**config.mk**
```make
export PLATFORM = sky130hd
export DESIGN_NAME = reset_strap_sampler
export DESIGN_NICKNAME = d
export VERILOG_FILES = /design/src/hw/strap_pkg.sv /design/src/hw/strap_delay.sv /design/src/hw/reset_strap_sampler.sv
export SDC_FILE = /design/constraint.sdc
export NUM_CORES = 1
export LEC_CHECK = 0
export BUFFER_PORTS_ARGS = -buffer_cell sky130_fd_sc_hd__buf_2
export CORE_ASPECT_RATIO = 1.2
export CORE_MARGIN = 1
export CORE_UTILIZATION = 52
export DETAILED_ROUTE_END_ITERATION = 10
export GPL_ROUTABILITY_DRIVEN = 1
export PLACE_DENSITY = 0.84
export SLEW_MARGIN = 5
export SYNTH_ARGS = -nofsm -noshare
export SYNTH_HDL_FRONTEND = slang
export SYNTH_HIERARCHICAL = 1
export SYNTH_SLANG_ARGS = --single-unit
```
**constraint.sdc**
```tcl
create_clock -name clk_i -period 3.25 [get_ports clk_i]
set_clock_uncertainty 0.1 [all_clocks]
set_input_delay 0.1625 -clock clk_i [delete_from_list [all_inputs] [get_ports clk_i]]
set_output_delay 0.1625 -clock clk_i [all_outputs]
set_load 0.02 [all_outputs]
```
**src/hw/strap_pkg.sv**
```systemverilog
// package: constants and carrier types for the strap sampler
package strap_pkg;
	localparam int CLK_MHZ = 100;
	// sampling delay after reset release, in nanoseconds
	localparam int SAMPLE_DELAY_NS = 1500;
	localparam int SAMPLE_CYCLES = (SAMPLE_DELAY_NS * CLK_MHZ + 999) / 1000;
	localparam int CNT_W = 12;
	localparam logic [CNT_W-1:0] SAMPLE_LAST = CNT_W'(SAMPLE_CYCLES - 1);
	localparam int NUM_STRAPS = 8;
	localparam int BOOT_BIT = 0;
	localparam int SPREAD_BIT = 5;
	localparam int SIXTH_BIT = 6;
	localparam logic [NUM_STRAPS-1:0] STRAP_RESET = 8'h00;
	localparam logic [NUM_STRAPS-1:0] SAMPLED_MASK = 8'h61;
	localparam logic [15:0] WB_ADDR_CTRL = 16'h0000;
	localparam logic [15:0] WB_ADDR_STATUS = 16'h0004;
	localparam logic [15:0] WB_ADDR_DEBUG = 16'h0008;

	typedef struct packed {
		logic spread_enable;
		logic boot_hold;
		logic sixth_ok;
		logic test_port_ok;
		logic factory_test;
		logic sampled;
	} strap_cfg_t;

	typedef struct packed {
		logic [NUM_STRAPS-1:0] pin_o;
		logic [NUM_STRAPS-1:0] pin_oe;
	} strap_drive_t;
endpackage : strap_pkg

```
**src/hw/strap_delay.sv**
```systemverilog
// module: counts the settle time from reset release to the sample instant
`timescale 1ns/1ps
module strap_delay (
	input wire logic clk_i,
	input wire logic rst_i,
	output logic fire_o,
	output logic done_o
);
	import strap_pkg::*;

	logic [CNT_W-1:0] cnt_reg;
	logic done_reg;

	always_ff @(posedge clk_i) begin
		if (rst_i) begin
			cnt_reg <= '0;
		end else if (!done_reg) begin
			cnt_reg <= cnt_reg + CNT_W'(1);
		end
	end

	always_ff @(posedge clk_i) begin
		if (rst_i) begin
			done_reg <= 1'b0;
		end else if (fire_o) begin
			done_reg <= 1'b1;
		end
	end

	assign fire_o = !done_reg && (cnt_reg == SAMPLE_LAST);
	assign done_o = done_reg;
endmodule : strap_delay

```
**src/hw/reset_strap_sampler.sv**
```systemverilog
// module: strap capture 1.5 us after reset release, then debug drive and wishbone regs
// How it works
// - during chip reset every strap pin is left undriven
// - straps are sampled 1.5 us after chip reset is released
// - sampled spread strap 0 disables spreading, 1 uses flash settings
// - strap pins may be driven for debug only after sampling
// - sampled boot strap 1 stays in boot, 0 loads main application
`timescale 1ns/1ps
module reset_strap_sampler (
	input wire logic clk_i,
	input wire logic rst_i,
	input wire logic [strap_pkg::NUM_STRAPS-1:0] strap_pin_i,
	output logic [strap_pkg::NUM_STRAPS-1:0] strap_pin_o,
	output logic [strap_pkg::NUM_STRAPS-1:0] strap_pin_oe,
	input wire logic test_port_reset_n_i,
	input wire logic factory_test_enable_i,
	output logic spread_enable_o,
	output logic boot_hold_o,
	output logic straps_valid_o,
	input wire logic wb_cyc_i,
	input wire logic wb_stb_i,
	input wire logic wb_we_i,
	input wire logic [15:0] wb_adr_i,
	input wire logic [31:0] wb_dat_i,
	input wire logic [3:0] wb_sel_i,
	output logic [31:0] wb_dat_o,
	output logic wb_ack_o
);
	import strap_pkg::*;

	logic fire;
	logic done;
	logic [NUM_STRAPS-1:0] strap_reg;
	strap_cfg_t cfg;
	strap_drive_t drive_reg;
	logic debug_en_reg;
	logic [NUM_STRAPS-1:0] debug_val_reg;
	logic [NUM_STRAPS-1:0] debug_oe_reg;
	logic ack_reg;
	logic [31:0] rdata_reg;
	logic [31:0] rdata_next;
	logic req;
	logic wr_ctrl;
	logic wr_debug;
	logic rd_take;

	// true when the bus address selects the given register
	function automatic logic addr_is(
		input logic [15:0] adr,
		input logic [15:0] reg_adr
	);
		return adr == reg_adr;
	endfunction : addr_is

	// a byte lane keeps its old value unless its select is set
	function automatic logic [7:0] merge_lane(
		input logic [7:0] old_val,
		input logic [7:0] new_val,
		input logic lane_en
	);
		return lane_en ? new_val : old_val;
	endfunction : merge_lane

	// status layout: raw straps above the six decoded flags
	function automatic logic [31:0] status_word(
		input strap_cfg_t c,
		input logic [NUM_STRAPS-1:0] raw
	);
		return {18'h0_0000, raw, c.factory_test, c.test_port_ok,
			c.sixth_ok, c.boot_hold, c.spread_enable, c.sampled};
	endfunction : status_word

	// pins leave high impedance only once sampling is over and
	// software has asked for debug drive
	function automatic logic drive_allowed(
		input logic sampled,
		input logic enabled
	);
		return sampled && enabled;
	endfunction : drive_allowed

	strap_delay u_delay (
		.clk_i(clk_i),
		.rst_i(rst_i),
		.fire_o(fire),
		.done_o(done)
	);

	always_ff @(posedge clk_i) begin
		if (rst_i) begin
			strap_reg <= STRAP_RESET;
		end else if (fire) begin
			strap_reg <= strap_pin_i;
		end
	end

	always_comb begin
		cfg.sampled = done;
		cfg.spread_enable = done && strap_reg[SPREAD_BIT];
		cfg.boot_hold = done && strap_reg[BOOT_BIT];
		cfg.sixth_ok = done && strap_reg[SIXTH_BIT];
		cfg.test_port_ok = !test_port_reset_n_i;
		cfg.factory_test = factory_test_enable_i;
	end

	assign spread_enable_o = cfg.spread_enable;
	assign boot_hold_o = cfg.boot_hold;
	assign straps_valid_o = done;

	always_ff @(posedge clk_i) begin
		// a debug write before sampling is remembered but not applied,
		// so an early enable cannot fight the board pulls
		if (rst_i || !drive_allowed(done, debug_en_reg)) begin
			drive_reg.pin_oe <= '0;
			drive_reg.pin_o <= '0;
		end else begin
			drive_reg.pin_oe <= debug_oe_reg;
			drive_reg.pin_o <= debug_val_reg;
		end
	end

	assign strap_pin_o = drive_reg.pin_o;
	assign strap_pin_oe = drive_reg.pin_oe;

	// the registered ack masks the request, so one access is taken once
	assign req = wb_cyc_i && wb_stb_i && !ack_reg;
	assign wr_ctrl = req && wb_we_i && addr_is(wb_adr_i, WB_ADDR_CTRL);
	assign wr_debug = req && wb_we_i && addr_is(wb_adr_i, WB_ADDR_DEBUG);
	assign rd_take = req && !wb_we_i;

	// ack follows the taking edge by exactly one cycle
	always_ff @(posedge clk_i) begin
		if (rst_i) begin
			ack_reg <= 1'b0;
		end else begin
			ack_reg <= req;
		end
	end

	// debug enable sits in byte lane 0 of the control word
	always_ff @(posedge clk_i) begin
		if (rst_i) begin
			debug_en_reg <= 1'b0;
		end else if (wr_ctrl && wb_sel_i[0]) begin
			debug_en_reg <= wb_dat_i[0];
		end
	end

	// drive value in lane 0 of the debug word
	always_ff @(posedge clk_i) begin
		if (rst_i) begin
			debug_val_reg <= '0;
		end else if (wr_debug) begin
			debug_val_reg <= merge_lane(debug_val_reg, wb_dat_i[7:0],
				wb_sel_i[0]);
		end
	end

	// per-pin enables in lane 1 of the debug word
	always_ff @(posedge clk_i) begin
		if (rst_i) begin
			debug_oe_reg <= '0;
		end else if (wr_debug) begin
			debug_oe_reg <= merge_lane(debug_oe_reg, wb_dat_i[15:8],
				wb_sel_i[1]);
		end
	end

	// unmapped addresses read as zero but are still acknowledged
	always_comb begin
		rdata_next = 32'h0000_0000;
		case (wb_adr_i)
			WB_ADDR_CTRL: rdata_next = {31'h0000_0000, debug_en_reg};
			WB_ADDR_STATUS: rdata_next = status_word(cfg, strap_reg);
			WB_ADDR_DEBUG: rdata_next = {16'h0000, debug_oe_reg,
				debug_val_reg};
			default: rdata_next = 32'h0000_0000;
		endcase
	end

	// read data registered so it is stable with ack
	always_ff @(posedge clk_i) begin
		if (rst_i) begin
			rdata_reg <= '0;
		end else if (rd_take) begin
			rdata_reg <= rdata_next;
		end
	end

	assign wb_dat_o = rdata_reg;
	assign wb_ack_o = ack_reg;
endmodule : reset_strap_sampler

```
==> results of run 1 <==
metal layers:
layer,vias up,wire [µm],GRT usage [%]
li1,1306,-,-
met5,-,0,0
met4,0,301,15.3
met3,31,631,6.16
met1,1317,2980,29.7
met2,164,4010,44.1
cell families after synthesis:
group                      count (synthesis)  share of synthesized area [%]
and+or+nand+nor                          104                           21.8
AOI/OAI and AO/OA                         79                           18.1
DFF                                       71                           46.1
buffers and inverters                     40                           8.65
muxes                                     10                           3.29
xor gates and xnor gates                   4                           1.14
adders and majority gates                  2                          0.812
other                                      1                          0.122
worst reg2reg max path: cells and delay by family (launching register included):
kind | cells | cell delay (ps)
mux | 1 | 320
simple gates | 3 | 860
fa+ha+maj | 1 | 200
flops | 1 | 470
layout make-up:
type                    instances  area [µm²]
inverters                       4        15.0
fillers                       424        1820
well taps                      80         100
multi-input cells             215        1450
clock inverters                 3        68.8
clock buffers                  12         135
flip-flops and latches         71        1420
repair buffers                108         653
worst max-delay path by stage:
stage | to | slack [ps] | cells past startpoint
floorplan | strap_reg[0] | 1300 | 6
global placement | strap_reg[3] | 1360 | 4
detailed placement | strap_reg[0] | 1290 | 4
CTS | strap_reg[3] | 1300 | 4
global route | strap_reg[1] | 1070 | 5
finish | strap_reg[1] | 1190 | 5
stage by stage:
stage                     cells  instance area (µm²)  setup slack (ps)  hold WS, ps
after floorplan             326                 3140              1300          132
after global placement      457                 3430              1360          310
after detailed placement    457                 3430              1290          310
after CTS                   493                 3840              1300         2.98
after global routing        493                 3840              1070         5.52
final                       493                 3840              1190        -4.17
power groups by stage:
| stage | combinational, W | sequential, W | clock (W) |
|---|---|---|---|
| finish | 0.000124 | 0.000880 | 0.000748 |
| global route | 0.000133 | 0.000880 | 0.000785 |
| CTS | 0.000120 | 0.000880 | 0.000750 |
| detailed placement | 0.0000993 | 0.000900 | 0 |
| global placement | 0.0000978 | 0.000900 | 0 |
| floorplan | 0.0000693 | 0.000899 | 0 |
repair_timing:
action | CTS | global route
hold endpoints to repair | 21 | 0
buffers inserted | 0 | 0
hold buffers | 21 | 0
Yosys cell counts, types with 2 or more instances:
master	number	share of area, %
dfxtp_1	71	46
a21oi_1	27	4.4
and2_1	21	4.3
o21ai_0	21	3.4
nand4_1	20	4.1
nor2_1	19	2.3
buf_4	18	4.4
a22oi_1	10	2.4
o2bb2ai_2	10	4.9
clkbuf_1	9	1.1
mux2i_1	9	2.9
nand2_1	9	1.1
buf_6	4	1.5
inv_1	4	0.49
or3_1	4	0.81
a32oi_1	3	0.85
and3_1	3	0.61
nor2b_1	3	0.61
nor4_2	3	1.2
nor4b_1	3	0.85
o2bb2ai_1	3	0.85
xor2_1	3	0.85
buf_2	2	0.32
ha_1	2	0.81
nand3_1	2	0.32
nand4b_1	2	0.57
o31ai_1	2	0.49
or4_1	2	0.49
==> out/metrics.csv, run 1 <==
stage,metric,value,unit
outcome,status,"finished, violations left",
outcome,violations,hold timing,
detailed_routing,dr_total_vias,2818,
sta,holdWs,-4.17,ps
clocking,ctsResizeCount,0,
sta,rsz0062_at_grt,no,
synthesis,async_flop_share,0,%
sta,finalCritPeriodShare,63.5,%
setup_path,cp-end-kind,register,
clocking,cts-htree-levels,3,
sta,min_period,2060,ps
worst_hold_path,min_path_type,in -> reg,
setup_path,cp_num_buf_inv,0,
placed_design,globalplace.congestion,0.912,
sta,tns,0,ps
clocking,clkSinkCount,71,
floorplan,die_h,86.3,µm
floorplan,fp.dieW,72.3,µm
final_layout,syn2layout_area_growth,24.7,%
sta,finalHoldViolCount,1,
pwr,power,0.00175,W
detailed_routing,dr.pass1.iters,5,
synthesis,synth_edf_count,0,
sta,timing.fmax,484,MHz
pwr,power.internal,0.00136,W
setup_path,cp_slowest_cell,and3_1,
placed_design,place_hpwl,4.79,mm
run,drv_cap,0,
sta,slew_headroom,57.3,%
floorplan,start_util,54.4,%
floorplan,rows,30,
detailed_routing,drtAntennaViolNets,0,
setup_path,crit_start,u_delay/cnt_reg[0],
setup_path,critPathMaxFanout,8,
synthesis,yosysWarnings,6,
setup_path,ff2ff_setup_slack,1190,ps
global_routing,grt-ovfl-total,0,
detailed_routing,avgRoutedWirePerCell,16.1,µm
final_layout,final_common_cell,buf_2,
pwr,p_leak,1.57,nW
detailed_routing,drt_iter0_drc,254,
worst_hold_path,whs_path_depth,3,
final_layout,n_antenna_cell,0,
setup_path,reg2reg_depth,5,
clocking,cts_buffer_depth,2,
setup_path,cp.required,3370,ps
synthesis,ys_seq_elements,71,
final_layout,mostFrequentLayoutCells,"buf_2, dfxtp_1, a21oi_1",
synthesis,yosysUniqueCellTypes,50,
clocking,clock_latency,340,ps
pwr,sw_frac_of_total,22.6,%
final_layout,finalNetCount,478,
worst_hold_path,hp-start,factory_test_enable_i,
placed_design,portBuffers,84,
synthesis,ys.flop_type,dfxtp_1,
synthesis,avgSynthCellArea,9.91,µm²
clocking,cts_root_buffer,clkbuf_8,
floorplan,die_area,6240,µm²
synthesis,syn-cell-area,3080,µm²
floorplan,io_pins,119,
global_routing,grt_max_degree,46,
final_layout,largest_reg_flops,16,
pwr,p_per_area,456,nW/µm²
sta,worstMarginPinSlew,639,ps
pwr,vdd_drop_max,0.000313,V
setup_path,max_stage_delay,530,ps
detailed_routing,drc_errors,0,
global_routing,grt_usage,26.0,%
pwr,pwr-share-comb,7.1,%
detailed_routing,viasPerCell,5.72,
setup_path,path_cells,ha_1 -> nor4bb_1 -> and3_1 -> mux2i_1 -> nor2_1,
global_routing,grt_pass1_wl,12.3,mm
setup_path,r2r_end,strap_reg[1],
setup_path,r2r-start,u_delay/cnt_reg[0],
detailed_routing,wirelength,7.92,mm
clocking,clk_pin_slew,80,ps
pwr,power_frac_clock,42.7,%
global_routing,grt_pass1_vias,2577,
pwr,power_frac_seq,50.2,%
setup_path,worstSetupStartpointType,register,
floorplan,coreArea,5670,µm²
global_routing,antenna_found_initial,0,
sta,drv_slew,0,
worst_hold_path,min_to,wb_dat_o[5],
setup_path,crit_family,simple AND/OR/NAND/NOR gates,
pwr,p_sw,0.000397,W
clocking,tritoncts,done,
clocking,cts_buffers,9,
final_layout,post-route-util,67.8,%
setup_path,crit_type,reg -> reg,
synthesis,synth_cells,311,
final_layout,layout-drive-gt1-share,28.8,%
setup_path,worstPathArrival,2190,ps
synthesis,yosysSeqAreaShare,46.1,%
sta,setup_viol,0,
Power figures use the tool's default switching activity.
==> run 2: changes to the inputs <==
- CORE_UTILIZATION: 52 -> 44
- PLACE_DENSITY: 0.84 -> 0.76
- clock period: 3.25 -> 1.8 ns (I/O delays scaled with it)
==> out/metrics.csv, run 2 (synthesized netlist as in run 1, its figures left out) <==
stage,metric,value,unit,change
setup_path,ff2ff_setup_slack,90,ps,-1090 ps
clocking,post_cts_buffers,0,,unchanged
final_layout,n_antenna_cell,0,,unchanged
setup_path,crit_family,buffers and inverters,,
final_layout,largest_reg_flops,16,,unchanged
global_routing,grt_pass1_vias,2830,,+9.8%
detailed_routing,avgRoutedWirePerCell,16.1,µm,+0.29%
worst_hold_path,hp-start,wb_adr_i[3],,
setup_path,cp-end-kind,register,,
placed_design,placed_cell_area,3530,µm²,+3.0%
detailed_routing,viasPerCell,5.39,,-5.7%
outcome,status,"finished, final reports clean",,
detailed_routing,drt_iter0_drc,198,,-22%
clocking,tritoncts,done,,
setup_path,reg2reg_depth,5,,unchanged
pwr,p_leak,1.66,nW,+5.8%
placed_design,place_hpwl,5.40,mm,+13%
worst_hold_path,whs_path_depth,4,,+1
pwr,vdd_drop_max,0.000738,V,+140%
floorplan,coreArea,6810,µm²,+20%
setup_path,max_stage_delay,600,ps,+70 ps
clocking,cts-htree-levels,3,,unchanged
sta,worstMarginPinSlew,788,ps,+149 ps
clocking,clk_pin_slew,70,ps,about the same
sta,slew_headroom,47.4,%,-9.9 points
final_layout,final_common_cell,buf_2,,
sta,finalHoldViolCount,0,,-1
sta,rsz0062_at_grt,no,,
setup_path,r2r_end,strap_reg[4],,
clocking,cts_root_buffer,clkbuf_8,,
final_layout,mostFrequentLayoutCells,"buf_2, dfxtp_1, dlygate4sd3_1",,
floorplan,die_h,93.7,µm,+8.5%
placed_design,globalplace.congestion,0.793,,-13%
sta,timing.fmax,586,MHz,
final_layout,fin_area,4030,µm²,+4.9%
detailed_routing,drc_errors,0,,unchanged
final_layout,finalNetCount,496,,+3.8%
placed_design,portBuffers,84,,unchanged
setup_path,cp.required,1970,ps,-1400 ps
floorplan,start_util,45.2,%,-9.1 points
detailed_routing,dr_total_vias,2798,,-0.71%
detailed_routing,dr.pass1.iters,5,,unchanged
worst_hold_path,min_path_type,in -> reg,,
setup_path,worstPathArrival,1880,ps,-310 ps
sta,holdWs,45.1,ps,+49.2 ps
final_layout,layout-drive-gt1-share,31.9,%,+3.1 points
clocking,clkSinkCount,71,,unchanged
setup_path,critPathMaxFanout,12,,+4
setup_path,worstSetupStartpointType,primary input,,
global_routing,grt-ovfl-total,0,,unchanged
global_routing,grt_max_degree,45,,-2.2%
worst_hold_path,min_to,debug_en_reg,,
setup_path,crit_type,in -> reg,,
setup_path,r2r-start,u_delay/cnt_reg[3],,
sta,setup_viol,0,,unchanged
floorplan,rows,33,,+10%
global_routing,grt_pass1_wl,13.5,mm,+10%
sta,finalCritPeriodShare,94.9,%,
pwr,p_per_area,759,nW/µm²,+67%
floorplan,io_pins,119,,unchanged
clocking,cts_buffers,9,,unchanged
final_layout,syn2layout_area_growth,30.9,%,
global_routing,antenna_found_initial,0,,unchanged
floorplan,die_area,7340,µm²,+18%
clocking,clock_latency,340,ps,about the same
final_layout,n_fill_cell,580,,+37%
sta,min_period,1710,ps,
setup_path,worst-path-stages,7,,+2
detailed_routing,drtAntennaViolNets,0,,unchanged
clocking,cts_buffer_depth,2,,unchanged
setup_path,cp_slowest_cell,nor2_2,,
setup_path,path_cells,dlygate4sd3_1 -> buf_2 -> nand2_1 -> nor3_4 -> nor2_2 -> buf_4 -> o2bb2ai_2,,
global_routing,grt_usage,23.9,%,-2.2 points
sta,drv_slew,0,,unchanged
detailed_routing,wirelength,8.36,mm,+5.6%
setup_path,cp_num_buf_inv,3,,+3
run,drv_cap,0,,unchanged
floorplan,fp.dieW,78.4,µm,+8.5%
run 2: cell types whose count changed in the layout (fill, tap and decap cells not counted), sizes merged:
| cell | before | now |
|---|---|---|
| buf | 87 | 98 |
| dlygate4sd3 | 21 | 28 |
| clkinv | 1 | 4 |
| clkbuf | 12 | 10 |
| bufinv | 2 | 1 |
| clkinvlp | 0 | 1 |
run 2: worst max-delay path by stage:
| stage | start | endpoint | slack, ps |
|---|---|---|---|
| 2_1_floorplan | u_delay/done_o | strap_reg[0] | 20 |
| 3_3_place_gp | wb_ack_o | wb_dat_o[12] | -90 |
| 3_5_place_dp | wb_ack_o | wb_dat_o[10] | -190 |
| 4_1_cts | u_delay/cnt_reg[7] | strap_reg[7] | 2 |
| 5_1_grt | u_delay/cnt_reg[1] | strap_reg[7] | 5 |
| 6_report | wb_stb_i | wb_dat_o[9] | 90 |
run 2: tightest hold or removal path: stages:
cell	delay [ps]
buf_2	130
nor2_1	70
nand4_1	80
a21oi_1	60
run 2: repair_timing:
action                     CTS  global route
setup endpoints to repair    3            12
resized for setup            1             5
hold endpoints to repair    28             0
hold buffers                28             0
run 2: final cells by class:
cell class | instances | area (µm²) | share of cell area [%]
Multi-Input combinational cell | 215 | 1480 | 36.7
Sequential cell | 71 | 1420 | 35.2
Clock inverter | 6 | 61.3 | 1.52
Inverter | 4 | 15.0 | 0.372
Tap cell | 87 | 109 | 2.70
Clock buffer | 10 | 128 | 3.16
Timing Repair Buffer | 126 | 818 | 20.3
run 2: where the power goes:
group / internal [W] / leakage (nW) / total, W / switching [W]
clock: 0.000635 / 0.0960 / 0.00123 / 0.000593
sequential: 0.00158 / 0.572 / 0.00158 / 0.00000698
combinational: 0.000113 / 0.995 / 0.000252 / 0.000139
run 2: metal layers:
metal	track usage, %	routed length, µm	up-vias	part of all wire (%)
met1	25.8	3150	1321	38
met4	14.4	299	0	3.6
met3	4.08	458	26	5.5
met5	0	0	-	0
met2	43.1	4450	121	53
li1	-	-	1330	-
run 2: metrics by stage:
stage | util, % | power (W) | TNS [ps] | instances | setup WS (ps)
3_5_place_dp | 51.9 | 0.00181 | -547 | 475 | -189
2_1_floorplan | - | 0.00175 | 0 | 326 | 19.5
6_report | 59.2 | 0.00306 | 0 | 519 | 92.6
5_1_grt | 59.2 | 0.00318 | 0 | 519 | 4.63
3_3_place_gp | 51.9 | 0.00181 | -259 | 475 | -86.6
4_1_cts | 58.8 | 0.00307 | 0 | 519 | 1.72
==> run 3: changes to the inputs <==
- PLACE_DENSITY: 0.76 -> 0.85
==> out/metrics.csv, run 3 (synthesized netlist as in run 1, its figures left out) <==
stage,metric,value,unit,change
global_routing,grt-ovfl-total,0,,unchanged
floorplan,io_pins,119,,unchanged
setup_path,max_stage_delay,360,ps,-240 ps
final_layout,syn2layout_area_growth,31.4,%,
pwr,vdd_drop_max,0.000645,V,-13%
clocking,clock_latency,360,ps,+20 ps
setup_path,r2r-start,u_delay/cnt_reg[1],,
clocking,cts_root_buffer,clkbuf_8,,
final_layout,largest_reg_flops,16,,unchanged
placed_design,globalplace.congestion,0.827,,+4.3%
global_routing,grt_usage,23.5,%,-0.31 points
setup_path,worstSetupStartpointType,register,,
setup_path,reg2reg_depth,7,,+2
clocking,clkSinkCount,71,,unchanged
clocking,cts-htree-levels,3,,unchanged
global_routing,antenna_found_initial,0,,unchanged
final_layout,multi_input_area,1470,µm²,-0.84%
detailed_routing,drc_errors,0,,unchanged
final_layout,finalNetCount,496,,unchanged
setup_path,ff2ff_setup_slack,50,ps,-40 ps
detailed_routing,avgRoutedWirePerCell,15.7,µm,-2.5%
final_layout,n_fill_cell,565,,-2.6%
final_layout,post-route-util,59.4,%,+0.22 points
setup_path,cp-end-kind,register,,
setup_path,critPathMaxFanout,8,,-4
global_routing,grt_pass1_vias,2777,,-1.9%
placed_design,portBuffers,84,,unchanged
global_routing,grt_max_degree,27,,-40%
sta,tns,0,ps,unchanged
sta,setup_viol,0,,unchanged
setup_path,cp_slowest_cell,dfxtp_1,,
detailed_routing,drtAntennaViolNets,0,,unchanged
outcome,status,"finished, final reports clean",,
detailed_routing,wirelength,8.15,mm,-2.5%
setup_path,crit_type,reg -> reg,,
run,drv_cap,0,,unchanged
setup_path,r2r_end,strap_reg[6],,
final_layout,regArea,1420,µm²,unchanged
detailed_routing,dr_total_vias,2782,,-0.57%
pwr,p_leak,1.66,nW,-0.20%
floorplan,die_h,93.7,µm,unchanged
placed_design,place_hpwl,5.36,mm,-0.70%
final_layout,mostFrequentLayoutCells,"buf_2, dfxtp_1, dlygate4sd3_1",,
setup_path,crit_family,simple AND/OR/NAND/NOR gates,,
detailed_routing,viasPerCell,5.36,,-0.57%
clocking,clk_pin_slew,80,ps,about the same
setup_path,cp.required,1940,ps,-30 ps
floorplan,fp.dieW,78.4,µm,unchanged
clocking,cts_buffer_depth,2,,unchanged
sta,timing.fmax,572,MHz,-2.3%
floorplan,die_area,7340,µm²,unchanged
final_layout,layout-drive-gt1-share,31.0,%,-0.93 points
final_layout,final_common_cell,buf_2,,
setup_path,worst-path-stages,7,,unchanged
floorplan,rows,33,,unchanged
worst_hold_path,min_path_type,in -> reg,,
setup_path,endpoint,strap_reg[6],,
pwr,p_per_area,796,nW/µm²,+4.8%
sta,min_period,1750,ps,+40.5 ps
detailed_routing,drt_iter0_drc,156,,-21%
detailed_routing,dr.pass1.iters,5,,unchanged
setup_path,path_cells,inv_1 -> ha_1 -> nor4bb_2 -> and3_1 -> buf_12 -> mux2i_1 -> nor2_1,,
sta,drv_slew,0,,unchanged
setup_path,cp_num_buf_inv,2,,-1
clocking,tritoncts,done,,
final_layout,n_antenna_cell,0,,unchanged
setup_path,crit_start,u_delay/cnt_reg[1],,
setup_path,worstPathArrival,1890,ps,about the same
sta,finalCritPeriodShare,97.1,%,+2.2 points
global_routing,grt_pass1_wl,13.1,mm,-2.7%
floorplan,coreArea,6810,µm²,unchanged
floorplan,start_util,45.2,%,unchanged
clocking,cts_buffers,9,,unchanged
sta,finalHoldViolCount,0,,unchanged
==> run 3: final cells by class <==
cell class                      count  area share [%]
Multi-Input combinational cell    215            36.3
Sequential cell                    71            35.1
Timing Repair Buffer              126            20.3
Clock buffer                       11            3.24
Tap cell                           87            2.69
Clock inverter                      5            2.04
Inverter                            4           0.371
==> run 3: through the flow <==
step	total power (W)	cells	cell area [µm²]	hold slack [ps]	setup slack [ps]
floorplan	0.00175	326	3140	59.1	19.5
global placement	0.00180	474	3530	225	129
detailed placement	0.00181	474	3530	238	100
CTS	0.00323	519	4030	15.5	11.6
global route	0.00332	519	4050	55.4	-29.8
finish	0.00322	519	4050	22.1	52.2
==> run 3: worst min-delay path by stage <==
| stage | slack, ps | from | end | depth (start not counted) |
|---|---|---|---|---|
| after floorplan | 60 | rst_i | u_delay/cnt_reg[5] | 1 |
| after global placement | 220 | strap_pin_i[4] | strap_reg[4] | 3 |
| after detailed placement | 240 | strap_pin_i[4] | strap_reg[4] | 3 |
| after CTS | 20 | wb_we_i | wb_dat_o[15] | 4 |
| after global routing | 60 | wb_we_i | wb_dat_o[14] | 4 |
| final | 20 | wb_we_i | wb_dat_o[15] | 4 |
==> run 3: where the power goes <==
group          internal [W]  switching (W)  leakage, nW
sequential          0.00158     0.00000844        0.572
clock              0.000781       0.000612       0.0958
combinational      0.000111       0.000135        0.992
total               0.00247       0.000755         1.66
==> run 3: per-layer routing <==
| layer | up-vias | wire length, µm | global-route usage (%) |
|---|---|---|---|
| li1 | 1331 | - | - |
| met1 | 1332 | 3260 | 26.1 |
| met2 | 106 | 4370 | 43.5 |
| met3 | 13 | 341 | 3.40 |
| met4 | 0 | 171 | 11.6 |
| met5 | - | 0 | 0 |
==> run 3: worst reg2reg max path, stage by stage (launching register included) <==
cell and delay, ps:
dfxtp_1 360, inv_1 80, ha_1 150, nor4bb_2 290, and3_1 260, buf_12 150
mux2i_1 200, nor2_1 60
==> run 3: repair_timing <==
item	4_1_cts	5_1_grt
setup endpoints to repair	0	8
buffers inserted	0	0
hold buffers	29	0
endpoints found under the hold margin	29	0
resized for setup	0	3
